## src/hw/cprs_defs.vh

```
/*
 * Constants for the power-on and configuration reset sequencer.
 * Assumes a 125 MHz ref_clk; included by its bare name.
 */
`ifndef CPRS_DEFS_VH
`define CPRS_DEFS_VH

`define CPRS_CLK_MHZ          125
// power-on windows, microseconds
`define CPRS_FAST_MIN_US      4000
`define CPRS_FAST_MAX_US      12000
`define CPRS_STD_MIN_US       100000
`define CPRS_STD_MAX_US       300000
// chosen targets inside each window
`define CPRS_FAST_US          8000
`define CPRS_STD_US           200000
// the targets above in ref_clk cycles, sized to the delay counter
`define CPRS_FAST_CYC         25'h00F4240
`define CPRS_STD_CYC          25'h17D7840
// configuration memory size
`define CPRS_MEM_AW           8
`define CPRS_MEM_WORDS        256
`define CPRS_MEM_DW           8
`define CPRS_MEM_CLEAR_VAL    8'h00
`define CPRS_CNT_W            25

`endif

```

## src/hw/cprs_cfg_clear.v

```verilog
/*
 * Configuration memory with a sequential clear engine.
 * Assumes the sequencer starts the clear and waits for clear_done.
 */
`include "cprs_defs.vh"

module cprs_cfg_clear (
  input  wire                      ref_clk,
  input  wire                      rst,
  // control
  input  wire                      clear_start,
  output reg                       clear_done_q,
  // write and read ports for later configuration data
  input  wire                      wr_en,
  input  wire [`CPRS_MEM_AW-1:0]   wr_addr,
  input  wire [`CPRS_MEM_DW-1:0]   wr_data,
  input  wire [`CPRS_MEM_AW-1:0]   rd_addr,
  output reg  [`CPRS_MEM_DW-1:0]   rd_data_q
);

  reg [`CPRS_MEM_DW-1:0] mem [0:`CPRS_MEM_WORDS-1];
  reg [`CPRS_MEM_AW-1:0] clr_addr_q;
  reg                    clearing_q;

  always @(posedge ref_clk or posedge rst) begin
    if (rst) begin
      clr_addr_q   <= {`CPRS_MEM_AW{1'b0}};
      clearing_q   <= 1'b0;
      clear_done_q <= 1'b0;
    end else if (clear_start) begin
      clr_addr_q   <= {`CPRS_MEM_AW{1'b0}};
      clearing_q   <= 1'b1;
      clear_done_q <= 1'b0;
    end else if (clearing_q) begin
      clr_addr_q <= clr_addr_q + 1'b1;
      if (&clr_addr_q) begin
        clearing_q   <= 1'b0;
        clear_done_q <= 1'b1;
      end
    end
  end

  // memory has no reset; clearing walks every word
  always @(posedge ref_clk) begin
    if (clearing_q)
      mem[clr_addr_q] <= `CPRS_MEM_CLEAR_VAL;
    else if (wr_en)
      mem[wr_addr] <= wr_data;
    rd_data_q <= mem[rd_addr];
  end

endmodule // cprs_cfg_clear

```

## src/hw/cprs_sequencer.v

```verilog
/*
 * Power-on reset and configuration reset sequencer.
 * Assumes pins are synchronous to ref_clk except config_request_n,
 * which is synchronised here; rst models the power-on trip.
 */
`include "cprs_defs.vh"

// How it works
// - in power-on reset, status is low, memory is cleared, user I/O floats.
// - after power-on reset, user I/O stays floated through configuration.
// - while the request input is low the block stays in reset.
// - status is driven low until the request input is high, then released.
// - once status reads high externally, the block is ready for data.
// - pull-up select low turns weak pull-ups on after power-on reset.
// - with the pull-up select high, weak pull-ups stay off.
// - the power-on delay length follows the scheme strap pins while strap_use_por_sel is low.
// - power-on time select low gives the standard delay, high the fast one.
// - fast delay lies in 4 to 12 ms, standard delay in 100 to 300 ms.
// - a low request also pulls status and config-complete low, I/O floats.
module cprs_sequencer #(
  parameter [`CPRS_CNT_W-1:0] FAST_CYC = `CPRS_FAST_CYC,
  parameter [`CPRS_CNT_W-1:0] STD_CYC  = `CPRS_STD_CYC
) (
  // clock and power-on reset
  input  wire                    ref_clk,
  input  wire                    rst,
  // strap and select pins
  input  wire [3:0]              config_scheme_strap,
  input  wire                    por_time_select,
  input  wire                    strap_use_por_sel,
  input  wire                    io_weak_pullup_select_n,
  // configuration request from the host
  input  wire                    config_request_n,
  // open-drain status line
  input  wire                    config_status_n_in,
  output wire                    config_status_n_out,
  output wire                    config_status_n_oe,
  // open-drain config complete line
  output wire                    config_complete_out,
  output wire                    config_complete_oe,
  // user I/O control
  output reg                     user_io_tristate_q,
  output reg                     user_io_weak_pullup_q,
  // sequence status
  output reg                     config_ready_q,
  output reg                     por_active_q,
  // configuration memory access
  input  wire                    cfg_wr_en,
  input  wire [`CPRS_MEM_AW-1:0] cfg_wr_addr,
  input  wire [`CPRS_MEM_DW-1:0] cfg_wr_data,
  input  wire [`CPRS_MEM_AW-1:0] cfg_rd_addr,
  output wire [`CPRS_MEM_DW-1:0] cfg_rd_data
);

  // one-hot state codes
  localparam [4:0] ST_POR   = 5'b00001;
  localparam [4:0] ST_CLEAR = 5'b00010;
  localparam [4:0] ST_RESET = 5'b00100;
  localparam [4:0] ST_WAIT  = 5'b01000;
  localparam [4:0] ST_READY = 5'b10000;

  // strap table: schemes 1010 and 1011 take the standard delay
  function strap_is_std;
    input [3:0] strap;
    begin
      strap_is_std = (strap == 4'hA) || (strap == 4'hB);
    end
  endfunction

  // power-on covers both the delay and the memory clear
  function in_power_on;
    input [4:0] st;
    begin
      in_power_on = (st == ST_POR) || (st == ST_CLEAR);
    end
  endfunction

  // status stays low in every state before the request is seen high
  function holds_status_low;
    input [4:0] st;
    begin
      holds_status_low = in_power_on(st) || (st == ST_RESET);
    end
  endfunction

  reg  [4:0]            state_q;
  reg  [4:0]            state_d;
  reg  [`CPRS_CNT_W-1:0] por_cnt_q;
  reg  [`CPRS_CNT_W-1:0] por_len_q;
  reg                   strap_seen_q;
  reg                   req_meta_q;
  reg                   req_sync_q;
  reg                   status_low_q;
  reg                   clear_start_q;
  wire                  clear_done;
  wire                  want_std;

  // first stage is read only by the second stage
  // resets low, so the block sits in reset until a request is seen
  always @(posedge ref_clk or posedge rst) begin
    if (rst) begin
      req_meta_q <= 1'b0;
      req_sync_q <= 1'b0;
    end else begin
      req_meta_q <= config_request_n;
      req_sync_q <= req_meta_q;
    end
  end

  // either the strap or the select pin picks the delay
  assign want_std = strap_use_por_sel
                  ? ~por_time_select
                  : strap_is_std(config_scheme_strap);

  // straps are caught by a clocked process after reset release
  // read once, so a strap that moves later cannot change the delay
  always @(posedge ref_clk or posedge rst) begin
    if (rst) begin
      strap_seen_q <= 1'b0;
      por_len_q    <= {`CPRS_CNT_W{1'b0}};
    end else if (!strap_seen_q) begin
      strap_seen_q <= 1'b1;
      por_len_q    <= want_std ? STD_CYC : FAST_CYC;
    end
  end

  // next state; a low request beats every state after the clear
  always @* begin
    state_d = state_q;
    case (state_q)
      ST_POR: begin
        // the length is latched, so the compare never sees it move
        if (strap_seen_q && (por_cnt_q >= por_len_q))
          state_d = ST_CLEAR;
      end
      ST_CLEAR: begin
        // done only counts once the start pulse has gone
        if (clear_done && !clear_start_q)
          state_d = ST_RESET;
      end
      ST_RESET: begin
        if (req_sync_q)
          state_d = ST_WAIT;
      end
      ST_WAIT: begin
        if (!req_sync_q)
          state_d = ST_RESET;
        else if (config_status_n_in)
          state_d = ST_READY;
      end
      ST_READY: begin
        if (!req_sync_q)
          state_d = ST_RESET;
      end
      default: state_d = ST_POR;
    endcase
  end

  always @(posedge ref_clk or posedge rst) begin
    if (rst) begin
      state_q       <= ST_POR;
      clear_start_q <= 1'b0;
    end else begin
      state_q       <= state_d;
      clear_start_q <= (state_q == ST_POR) && (state_d == ST_CLEAR);
    end
  end

  // delay counter runs only once the delay length has been latched
  always @(posedge ref_clk or posedge rst) begin
    if (rst) begin
      por_cnt_q <= {`CPRS_CNT_W{1'b0}};
    end else if ((state_q == ST_POR) && strap_seen_q) begin
      por_cnt_q <= por_cnt_q + 1'b1;
    end
  end

  // a low request does not re-clear memory: clearing belongs to power-on
  always @(posedge ref_clk or posedge rst) begin
    if (rst) begin
      status_low_q          <= 1'b1;
      user_io_tristate_q    <= 1'b1;
      user_io_weak_pullup_q <= 1'b0;
      config_ready_q        <= 1'b0;
      por_active_q          <= 1'b1;
    end else begin
      por_active_q <= in_power_on(state_d);
      // status driven low until the request is seen high
      status_low_q <= holds_status_low(state_d);
      // user I/O never leaves high impedance in this stage
      user_io_tristate_q <= 1'b1;
      // pull-ups wait for the end of power-on, then follow the select pin
      user_io_weak_pullup_q <= !io_weak_pullup_select_n &&
                               !in_power_on(state_d);
      config_ready_q <= (state_d == ST_READY);
    end
  end

  // open-drain: drive low or float, the board pull-up gives the high
  assign config_status_n_out = 1'b0;
  assign config_status_n_oe  = status_low_q;
  // config complete is only ever pulled low in this stage
  assign config_complete_out = 1'b0;
  assign config_complete_oe  = 1'b1;

  // writes are refused until the block reports ready
  cprs_cfg_clear u_clear (
    .ref_clk      (ref_clk),
    .rst          (rst),
    .clear_start  (clear_start_q),
    .clear_done_q (clear_done),
    .wr_en        (cfg_wr_en & config_ready_q),
    .wr_addr      (cfg_wr_addr),
    .wr_data      (cfg_wr_data),
    .rd_addr      (cfg_rd_addr),
    .rd_data_q    (cfg_rd_data)
  );

endmodule // cprs_sequencer

```

## config.mk

```make
export PLATFORM = sky130hd
export DESIGN_NAME = cprs_sequencer
export DESIGN_NICKNAME = d
export VERILOG_FILES = /design/src/hw/cprs_cfg_clear.v /design/src/hw/cprs_sequencer.v
export VERILOG_INCLUDE_DIRS = /design/src /design/src/hw
export SDC_FILE = /design/constraint.sdc
export NUM_CORES = 2
export LEC_CHECK = 0
export BUFFER_PORTS_ARGS = -buffer_cell sky130_fd_sc_hd__buf_2
export CAP_MARGIN = 10
export CORE_ASPECT_RATIO = 0.75
export CORE_MARGIN = 2
export CORE_UTILIZATION = 57
export DETAILED_ROUTE_END_ITERATION = 10
export PLACE_DENSITY = 0.79
export SETUP_SLACK_MARGIN = 0.05
export SKIP_CTS_REPAIR_TIMING = 1
export SYNTH_ARGS = -nofsm -noshare
export SYNTH_HDL_FRONTEND = slang
export SYNTH_SLANG_ARGS = --single-unit
```

## constraint.sdc

```tcl
create_clock -name ref_clk -period 5.5 [get_ports ref_clk]
set_clock_uncertainty 0.2 [all_clocks]
set_input_delay 0.275 -clock ref_clk [delete_from_list [all_inputs] [get_ports ref_clk]]
set_output_delay 0.275 -clock ref_clk [all_outputs]
set_load 0.1 [all_outputs]
```

Yosys cells after proc, flatten, opt, wreduce, memory -nomap -nowiden
Memories as Yosys holds them, arrays and structs flattened. A register that Yosys moved wholly into a read port is not among the register bits.
Cells that the tools add are included.
- memories kept: 1
- word-level logic and storage cells: 72
- output and inout bits: 16
- flip-flop bits (word level): 73
- input bits: 36
- RAM bits: 2048
- mux-type cells: 25
- equal/unequal tests: 11
- magnitude comparators: 1
- $add $sub $neg: 2
- reductions and logical operators: 16
- bitwise logic cells: 2
- memories (memory ; depth ; bits a word ; rd ports ; clocked after memory_dff ; write ports ; line ; RTL):
    u_clear.mem ; 256 ; 8 ; 1 ; 1 ; 1 ; cprs_cfg_clear.v:21 ; reg [`CPRS_MEM_DW-1:0] mem [0:`CPRS_MEM_WORDS-1];
- operator list (cell ; count):
    8-bit two-way mux ; 4
    5-bit two-way mux ; 6
    25-bit by 1-bit adder with 25-bit output (second input constant) ; 1
    25-bit greater-or-equal comparator ; 1
    25-bit two-way mux ; 1
    5-bit case mux with 5 select lines ; 1
    1-bit two-way mux ; 13
    5-bit by 1-bit == test with 1-bit output (second input constant) ; 2
    5-bit by 2-bit == test with 1-bit output (second input constant) ; 2
    5-bit by 3-bit == test with 1-bit output (second input constant) ; 2
    5-bit == test (second input constant) ; 2
    8-bit by 1-bit adder with 8-bit output (second input constant) ; 1
    4-bit == test (second input constant) ; 2
    8-bit AND reduction ; 1
    8-bit OR reduction ; 1
    5-bit by 4-bit == test with 1-bit output (second input constant) ; 1
    1-bit logical AND ; 5
    2-bit nonzero test ; 2
    1-bit zero test ; 3
    1-bit logical OR ; 3
    2-bit AND reduction ; 1
    1-bit AND ; 1
    1-bit NOT ; 1

Longest topological paths before layout
- word-level depth: 8
- gate-level depth with buffers: 12
- mapped depth without buffers: 8

Hierarchy
A second synthesis with hierarchy kept.
- cell total of the unflattened synthesis: 4134
- area, all modules: 82698.1 um^2
- modules (own cells, without submodules) (module ; instances ; seq. area each (um^2) ; area an instance (um^2) ; cells each):
    cprs_cfg_clear ; 1 ; 61909.4 ; 80482.2 ; 3916
    cprs_sequencer ; 1 ; 1029.7 ; 2215.9 ; 218

Least setup slack after synthesis
No wires, ideal clock.
- path type: reg2reg
- from: register config_ready_q
- to: memory u_clear.mem[0][0] (netlist name), data pin
- buffers on the path: 1
- path slack: -308 ps
- library setup time: 869 ps
- period minus slack after synthesis: 5808 ps
- stages on the path, launching flop included: 5
- arrival time: 4739 ps
- path through: dfrtp_1 > nand2_1 > nor2_1 > clkbuf_1 > and2_1
- cells in the longest elaborated chain, start to end: 6
- ends and longest elaborated chain (element ; line ; RTL):
    start, declared ; cprs_sequencer.v:45 ; output reg config_ready_q,
    start signal, assigned ; cprs_sequencer.v:195 ; config_ready_q <= (state_d == ST_READY);
    1-bit AND ; cprs_sequencer.v:212 ; .wr_en (cfg_wr_en & config_ready_q),
    1-bit two-way mux ; cprs_cfg_clear.v:47 ; else if (wr_en)
    1-bit two-way mux ; cprs_cfg_clear.v:45 ; if (clearing_q)
    1-bit two-way mux (not written as such) ; cprs_cfg_clear.v:48 ; mem[wr_addr] <= wr_data;
    8-bit OR reduction (no line) ; -- ;
    8-bit two-way mux (no line) ; -- ;
    end, declared ; cprs_cfg_clear.v:21 ;
Every way passes these cells.

Worst setup path after layout
- from: register u_clear.clearing_q
- to: memory u_clear.mem[29][4] (netlist name), enable pin
- cells in the longest elaborated chain, start to end: 4
- ends and longest elaborated chain (element ; line ; RTL):
    start, declared ; cprs_cfg_clear.v:23 ; reg clearing_q;
    start signal, assigned ; cprs_cfg_clear.v:28 ; clearing_q <= 1'b0;
    start signal, assigned ; cprs_cfg_clear.v:32 ; clearing_q <= 1'b1;
    start signal, assigned ; cprs_cfg_clear.v:37 ; clearing_q <= 1'b0;
    1-bit two-way mux ; cprs_cfg_clear.v:45 ;
    1-bit two-way mux (not written as such) ; cprs_cfg_clear.v:48 ;
    8-bit OR reduction (no line) ; -- ;
    8-bit two-way mux (no line) / 1-bit two-way mux (equally long branches) ; -- ;
Several ways; a longest one is shown, not always the timed one.

==> parameters.txt <==
Parameter                              Value

Route
  Post-detailed-route via-to-cell ratio    between 6 and 7
  Drt total wl    just under 200000 µm
  Post-route DRC violation count    0
  Antenna Violating Nets Remaining    0
  Violation count after the first detailed-route iteration    just under 7000
  Routed via count    approximately 42000
  Iteration count of the initial detailed-routing pass    6
  Routed WL per cell    32.1 µm

Yosys
  Top area cells in the synthesized netlist    sky130_fd_sc_hd__edfxtp_1 75%, sky130_fd_sc_hd__mux4_2 11%, sky130_fd_sc_hd__mux2i_1 2.3%, sky130_fd_sc_hd__dfrtp_1 1.5%, sky130_fd_sc_hd__nor2_1 1.3%
  Count of mapped cells out of synthesis    slightly above 4000
  EDFF count, synth    just over 2000
  Synth Flop Type    sky130_fd_sc_hd__edfxtp_1
  Cell type with the highest aggregate area in the netlist    sky130_fd_sc_hd__edfxtp_1
  Synth Register Bits    approximately 2100
  Syn Std Cell Area    82400 µm²
  Count of distinct cell types in the synthesized netlist    67
  Avg Inst Size Synth    approximately 20 µm²
  Proportion of synthesized flip-flops having asynchronous set or reset    0.0242
  Number of warnings reported in the yosys synthesis log    0
  Fraction of synthesized cell area taken by the top area cell type    0.746
  Proportion of synthesized chip area in sequential cells    0.764

STA
  Final TNS setup    0 ns
  Worst slew pin tran    1.25 ns
  Time the worst path needs with I/O delays and setup    around 4.2 ns
  Number of endpoints with negative hold slack in the final report    0
  Final slew viol count    0
  Unrepaired setup endpoints after global routing    no
  Timing-limited maximum frequency    ~240 MHz
  Fraction of the cycle the final worst path needs    0.759
  Worst hold slack    0.0375 ns
  Setup-violating endpoint count in the final report    0
  Worst max-slew margin expressed relative to the limit    0.162

Clocking
  Clock buffer count from CTS    181
  Number of clock sinks    2107
  CTS tree    done
  H-Tree Level Count    4
  Max Root-Sink Buffers    3
  Library cell used as clock root buffer    sky130_fd_sc_hd__clkbuf_16
  Post-CTS clock slew at the launch and capture registers of the worst setup and hold paths    around 0.07 ns
  Clock insertion delay at the later pin of the skew report    0.81 ns

Worst setup path
  Setup slack of the worst register-to-register path    about 1.3 ns
  Worst Path Max Fanout    20
  Crit-path max cell delay    1.00 ns
  Critical-path cell with the highest stage delay    sky130_fd_sc_hd__o31ai_2
  Start of the worst register-to-register path    u_clear.clearing_q
  Critical Path RT    5.72 ns
  Sequence of cells on the critical path    nor2_1, buf_4, o31ai_2, nand2_1, nor2_1
  Crit path DAT    4.39 ns
  R2R Path End    u_clear.mem[29][4]
  Worst setup EP type    flop
  Setup crit start kind    flop
  Reg2Reg Depth    5
  Category of the critical setup timing path    flop to flop
  Most repeated library cell on the critical path    sky130_fd_sc_hd__nor2_1

Final layout
  Commonest cells after routing, fill and taps aside    2048 x sky130_fd_sc_hd__edfxtp_1, 417 x sky130_fd_sc_hd__mux4_2, 290 x sky130_fd_sc_hd__nor2_1
  Area used by multi-input combinational logic    about 18000 µm²
  Fillers    between 9000 and 10000
  Post-Route Utilization    0.631
  N_diodes    0
  Sequential cell area in the final layout    between 60000 and 70000 µm²
  Most common cell after layout, fill and taps aside    sky130_fd_sc_hd__edfxtp_1
  Area added between synthesis and finish    9.51%
  Total number of nets in the final design    roughly 4200
  Number of standard cells in the layout, taps in and fillers out    6188
  Share of cells above drive strength 1    0.195

Worst hold path
  Worst hold path startpoint    cfg_wr_data[1]
  Cells on Worst Hold Path    3
  Type of the worst min-delay path    input port to flop
  Terminating pin of the worst hold path    u_clear.mem[66][1]

GRT
  Initial antenna violation count    10
  Combined global-route utilization of all metal layers    0.269
  Grt total ovfl    0
  Vias in the first global route    between 40000 and 50000
  Largest net degree at the start of global routing    177
  Global-route wire length before repair    approximately 290000 µm

Placed design
  Post-detail-place hpwl    approximately 120000 µm
  Placed Cells incl. Taps    5846
  Port Buf Inserts    46
  Routability congestion estimate from global placement    0.895

Status
  Result of the run    completed

Power
  Leakage power    roughly 24 nW
  Maximum ir drop on the vdd rail    0.259 mV
  Power per unit of standard cell area    roughly 340 nW/µm²

Die
  I/O pin total    between 50 and 60
  Full die area    148000 µm²
  Cell row count    120
  Horizontal die dimension    443 µm
  Initial standard-cell utilization of the core    0.576
  Core Box Area    143000 µm²
  Vertical die dimension    about 330 µm

Job
  Total of max-cap violations    0
[worst max-delay path by stage]
stage,from,endpoint,slack [ns],depth (start not counted)
3_5_place_dp,u_clear.clearing_q,u_clear.mem[29][2],1.61,5
5_1_grt,u_clear.clearing_q,u_clear.mem[18][6],1.33,5
3_3_place_gp,cfg_rd_addr[0],u_clear.rd_data_q[4],1.60,7
6_report,u_clear.clearing_q,u_clear.mem[29][4],1.32,5
4_1_cts,u_clear.clearing_q,u_clear.mem[29][5],1.48,5
2_1_floorplan,config_ready_q,u_clear.mem[0][0],1.52,4
[synthesized netlist by cell type, types with 7 or more instances]
cell                       number
sky130_fd_sc_hd__and2_1        15
sky130_fd_sc_hd__a21oi_1       94
sky130_fd_sc_hd__a221oi_1      32
sky130_fd_sc_hd__xor2_1        12
sky130_fd_sc_hd__buf_2         49
sky130_fd_sc_hd__a31oi_1        8
sky130_fd_sc_hd__a21o_1         8
sky130_fd_sc_hd__clkbuf_1     106
sky130_fd_sc_hd__xnor2_1       16
sky130_fd_sc_hd__nand2_1       80
sky130_fd_sc_hd__nand3b_1      16
sky130_fd_sc_hd__mux2i_1      193
sky130_fd_sc_hd__a22o_1        32
sky130_fd_sc_hd__edfxtp_1    2048
sky130_fd_sc_hd__a211oi_1       8
sky130_fd_sc_hd__o32ai_1        7
sky130_fd_sc_hd__nor3_2         7
sky130_fd_sc_hd__nand2b_1      13
sky130_fd_sc_hd__mux4_1         8
sky130_fd_sc_hd__nand4_1       10
sky130_fd_sc_hd__o22ai_1       57
sky130_fd_sc_hd__buf_8         13
sky130_fd_sc_hd__dfrtp_1       48
sky130_fd_sc_hd__nor4_1        12
sky130_fd_sc_hd__o221ai_1      31
sky130_fd_sc_hd__dfxtp_1        8
sky130_fd_sc_hd__and3_1         7
sky130_fd_sc_hd__buf_12        12
sky130_fd_sc_hd__inv_1         16
sky130_fd_sc_hd__nand3_1       29
sky130_fd_sc_hd__nor3_1        25
sky130_fd_sc_hd__o21ai_0       39
sky130_fd_sc_hd__ha_1          17
sky130_fd_sc_hd__o21ai_1        8
sky130_fd_sc_hd__nor2b_1       15
sky130_fd_sc_hd__a22oi_1      113
sky130_fd_sc_hd__nor2_1       292
sky130_fd_sc_hd__mux4_2       417
sky130_fd_sc_hd__nor3b_1        7
sky130_fd_sc_hd__buf_6         26
sky130_fd_sc_hd__buf_4         22
sky130_fd_sc_hd__a221oi_2       7
sky130_fd_sc_hd__buf_1          9
[cell type report]
class / count / share of cell area
clock buffers: 237 / 0.0536
inverters: 17 / 0.000707
repair buffers: 160 / 0.0161
multi-input cells: 1689 / 0.199
flip-flops and latches: 2107 / 0.697
clock inverters: 87 / 0.00750
well taps: 1891 / 0.0262
[sequential cells by signal (all words and copies together), names as in the netlist, 3 cells and up]
name,cells
u_clear.mem,2048
por_len_q,3
por_cnt_q,25
u_clear.clr_addr_q,8
u_clear.rd_data_q,8
state_q,5
[power breakdown]
| part | internal (mW) | switching, mW |
|---|---|---|
| clock network | 6.57 | 5.63 |
| registers | 17.4 | 0.0430 |
| logic | 0.372 | 0.722 |
[routing by layer]
layer / GRT usage / wire [µm] / part of all wire
met1: 0.398 / 75200 / 0.38
met2: 0.392 / 89800 / 0.45
met3: 0.0764 / 27300 / 0.14
met4: 0.0852 / 6220 / 0.031
met5: 0 / 39 / 0.00020
[critical path, delay by kind of cell, from the launching register on]
kind	cells	cell delay (ns)
DFF	1	0.54
AOI/OAI and AO/OA	1	1.00
and+or+nand+nor	3	1.80
buffers and inverters	1	0.23
[stage by stage]
stage	power, mW	cell area (µm²)	worst slack [ns]
3_5_place_dp	18.8	84600	1.61
2_1_floorplan	18.5	82400	1.52
6_report	30.7	90300	1.32
3_3_place_gp	18.8	84600	1.60
4_1_cts	30.7	90100	1.48
5_1_grt	31.4	90300	1.33
[cell families after synthesis]
| logic type | synth area share |
|---|---|
| DFF | 0.764 |
| AOI/OAI and AO/OA | 0.0394 |
| muxes | 0.140 |
| buffers and inverters | 0.0198 |
| and+or+nand+nor | 0.0316 |
| adders and majority gates | 0.00258 |
| other | 0.0000911 |
| xor gates and xnor gates | 0.00298 |
(Power assumes the default switching activity.)
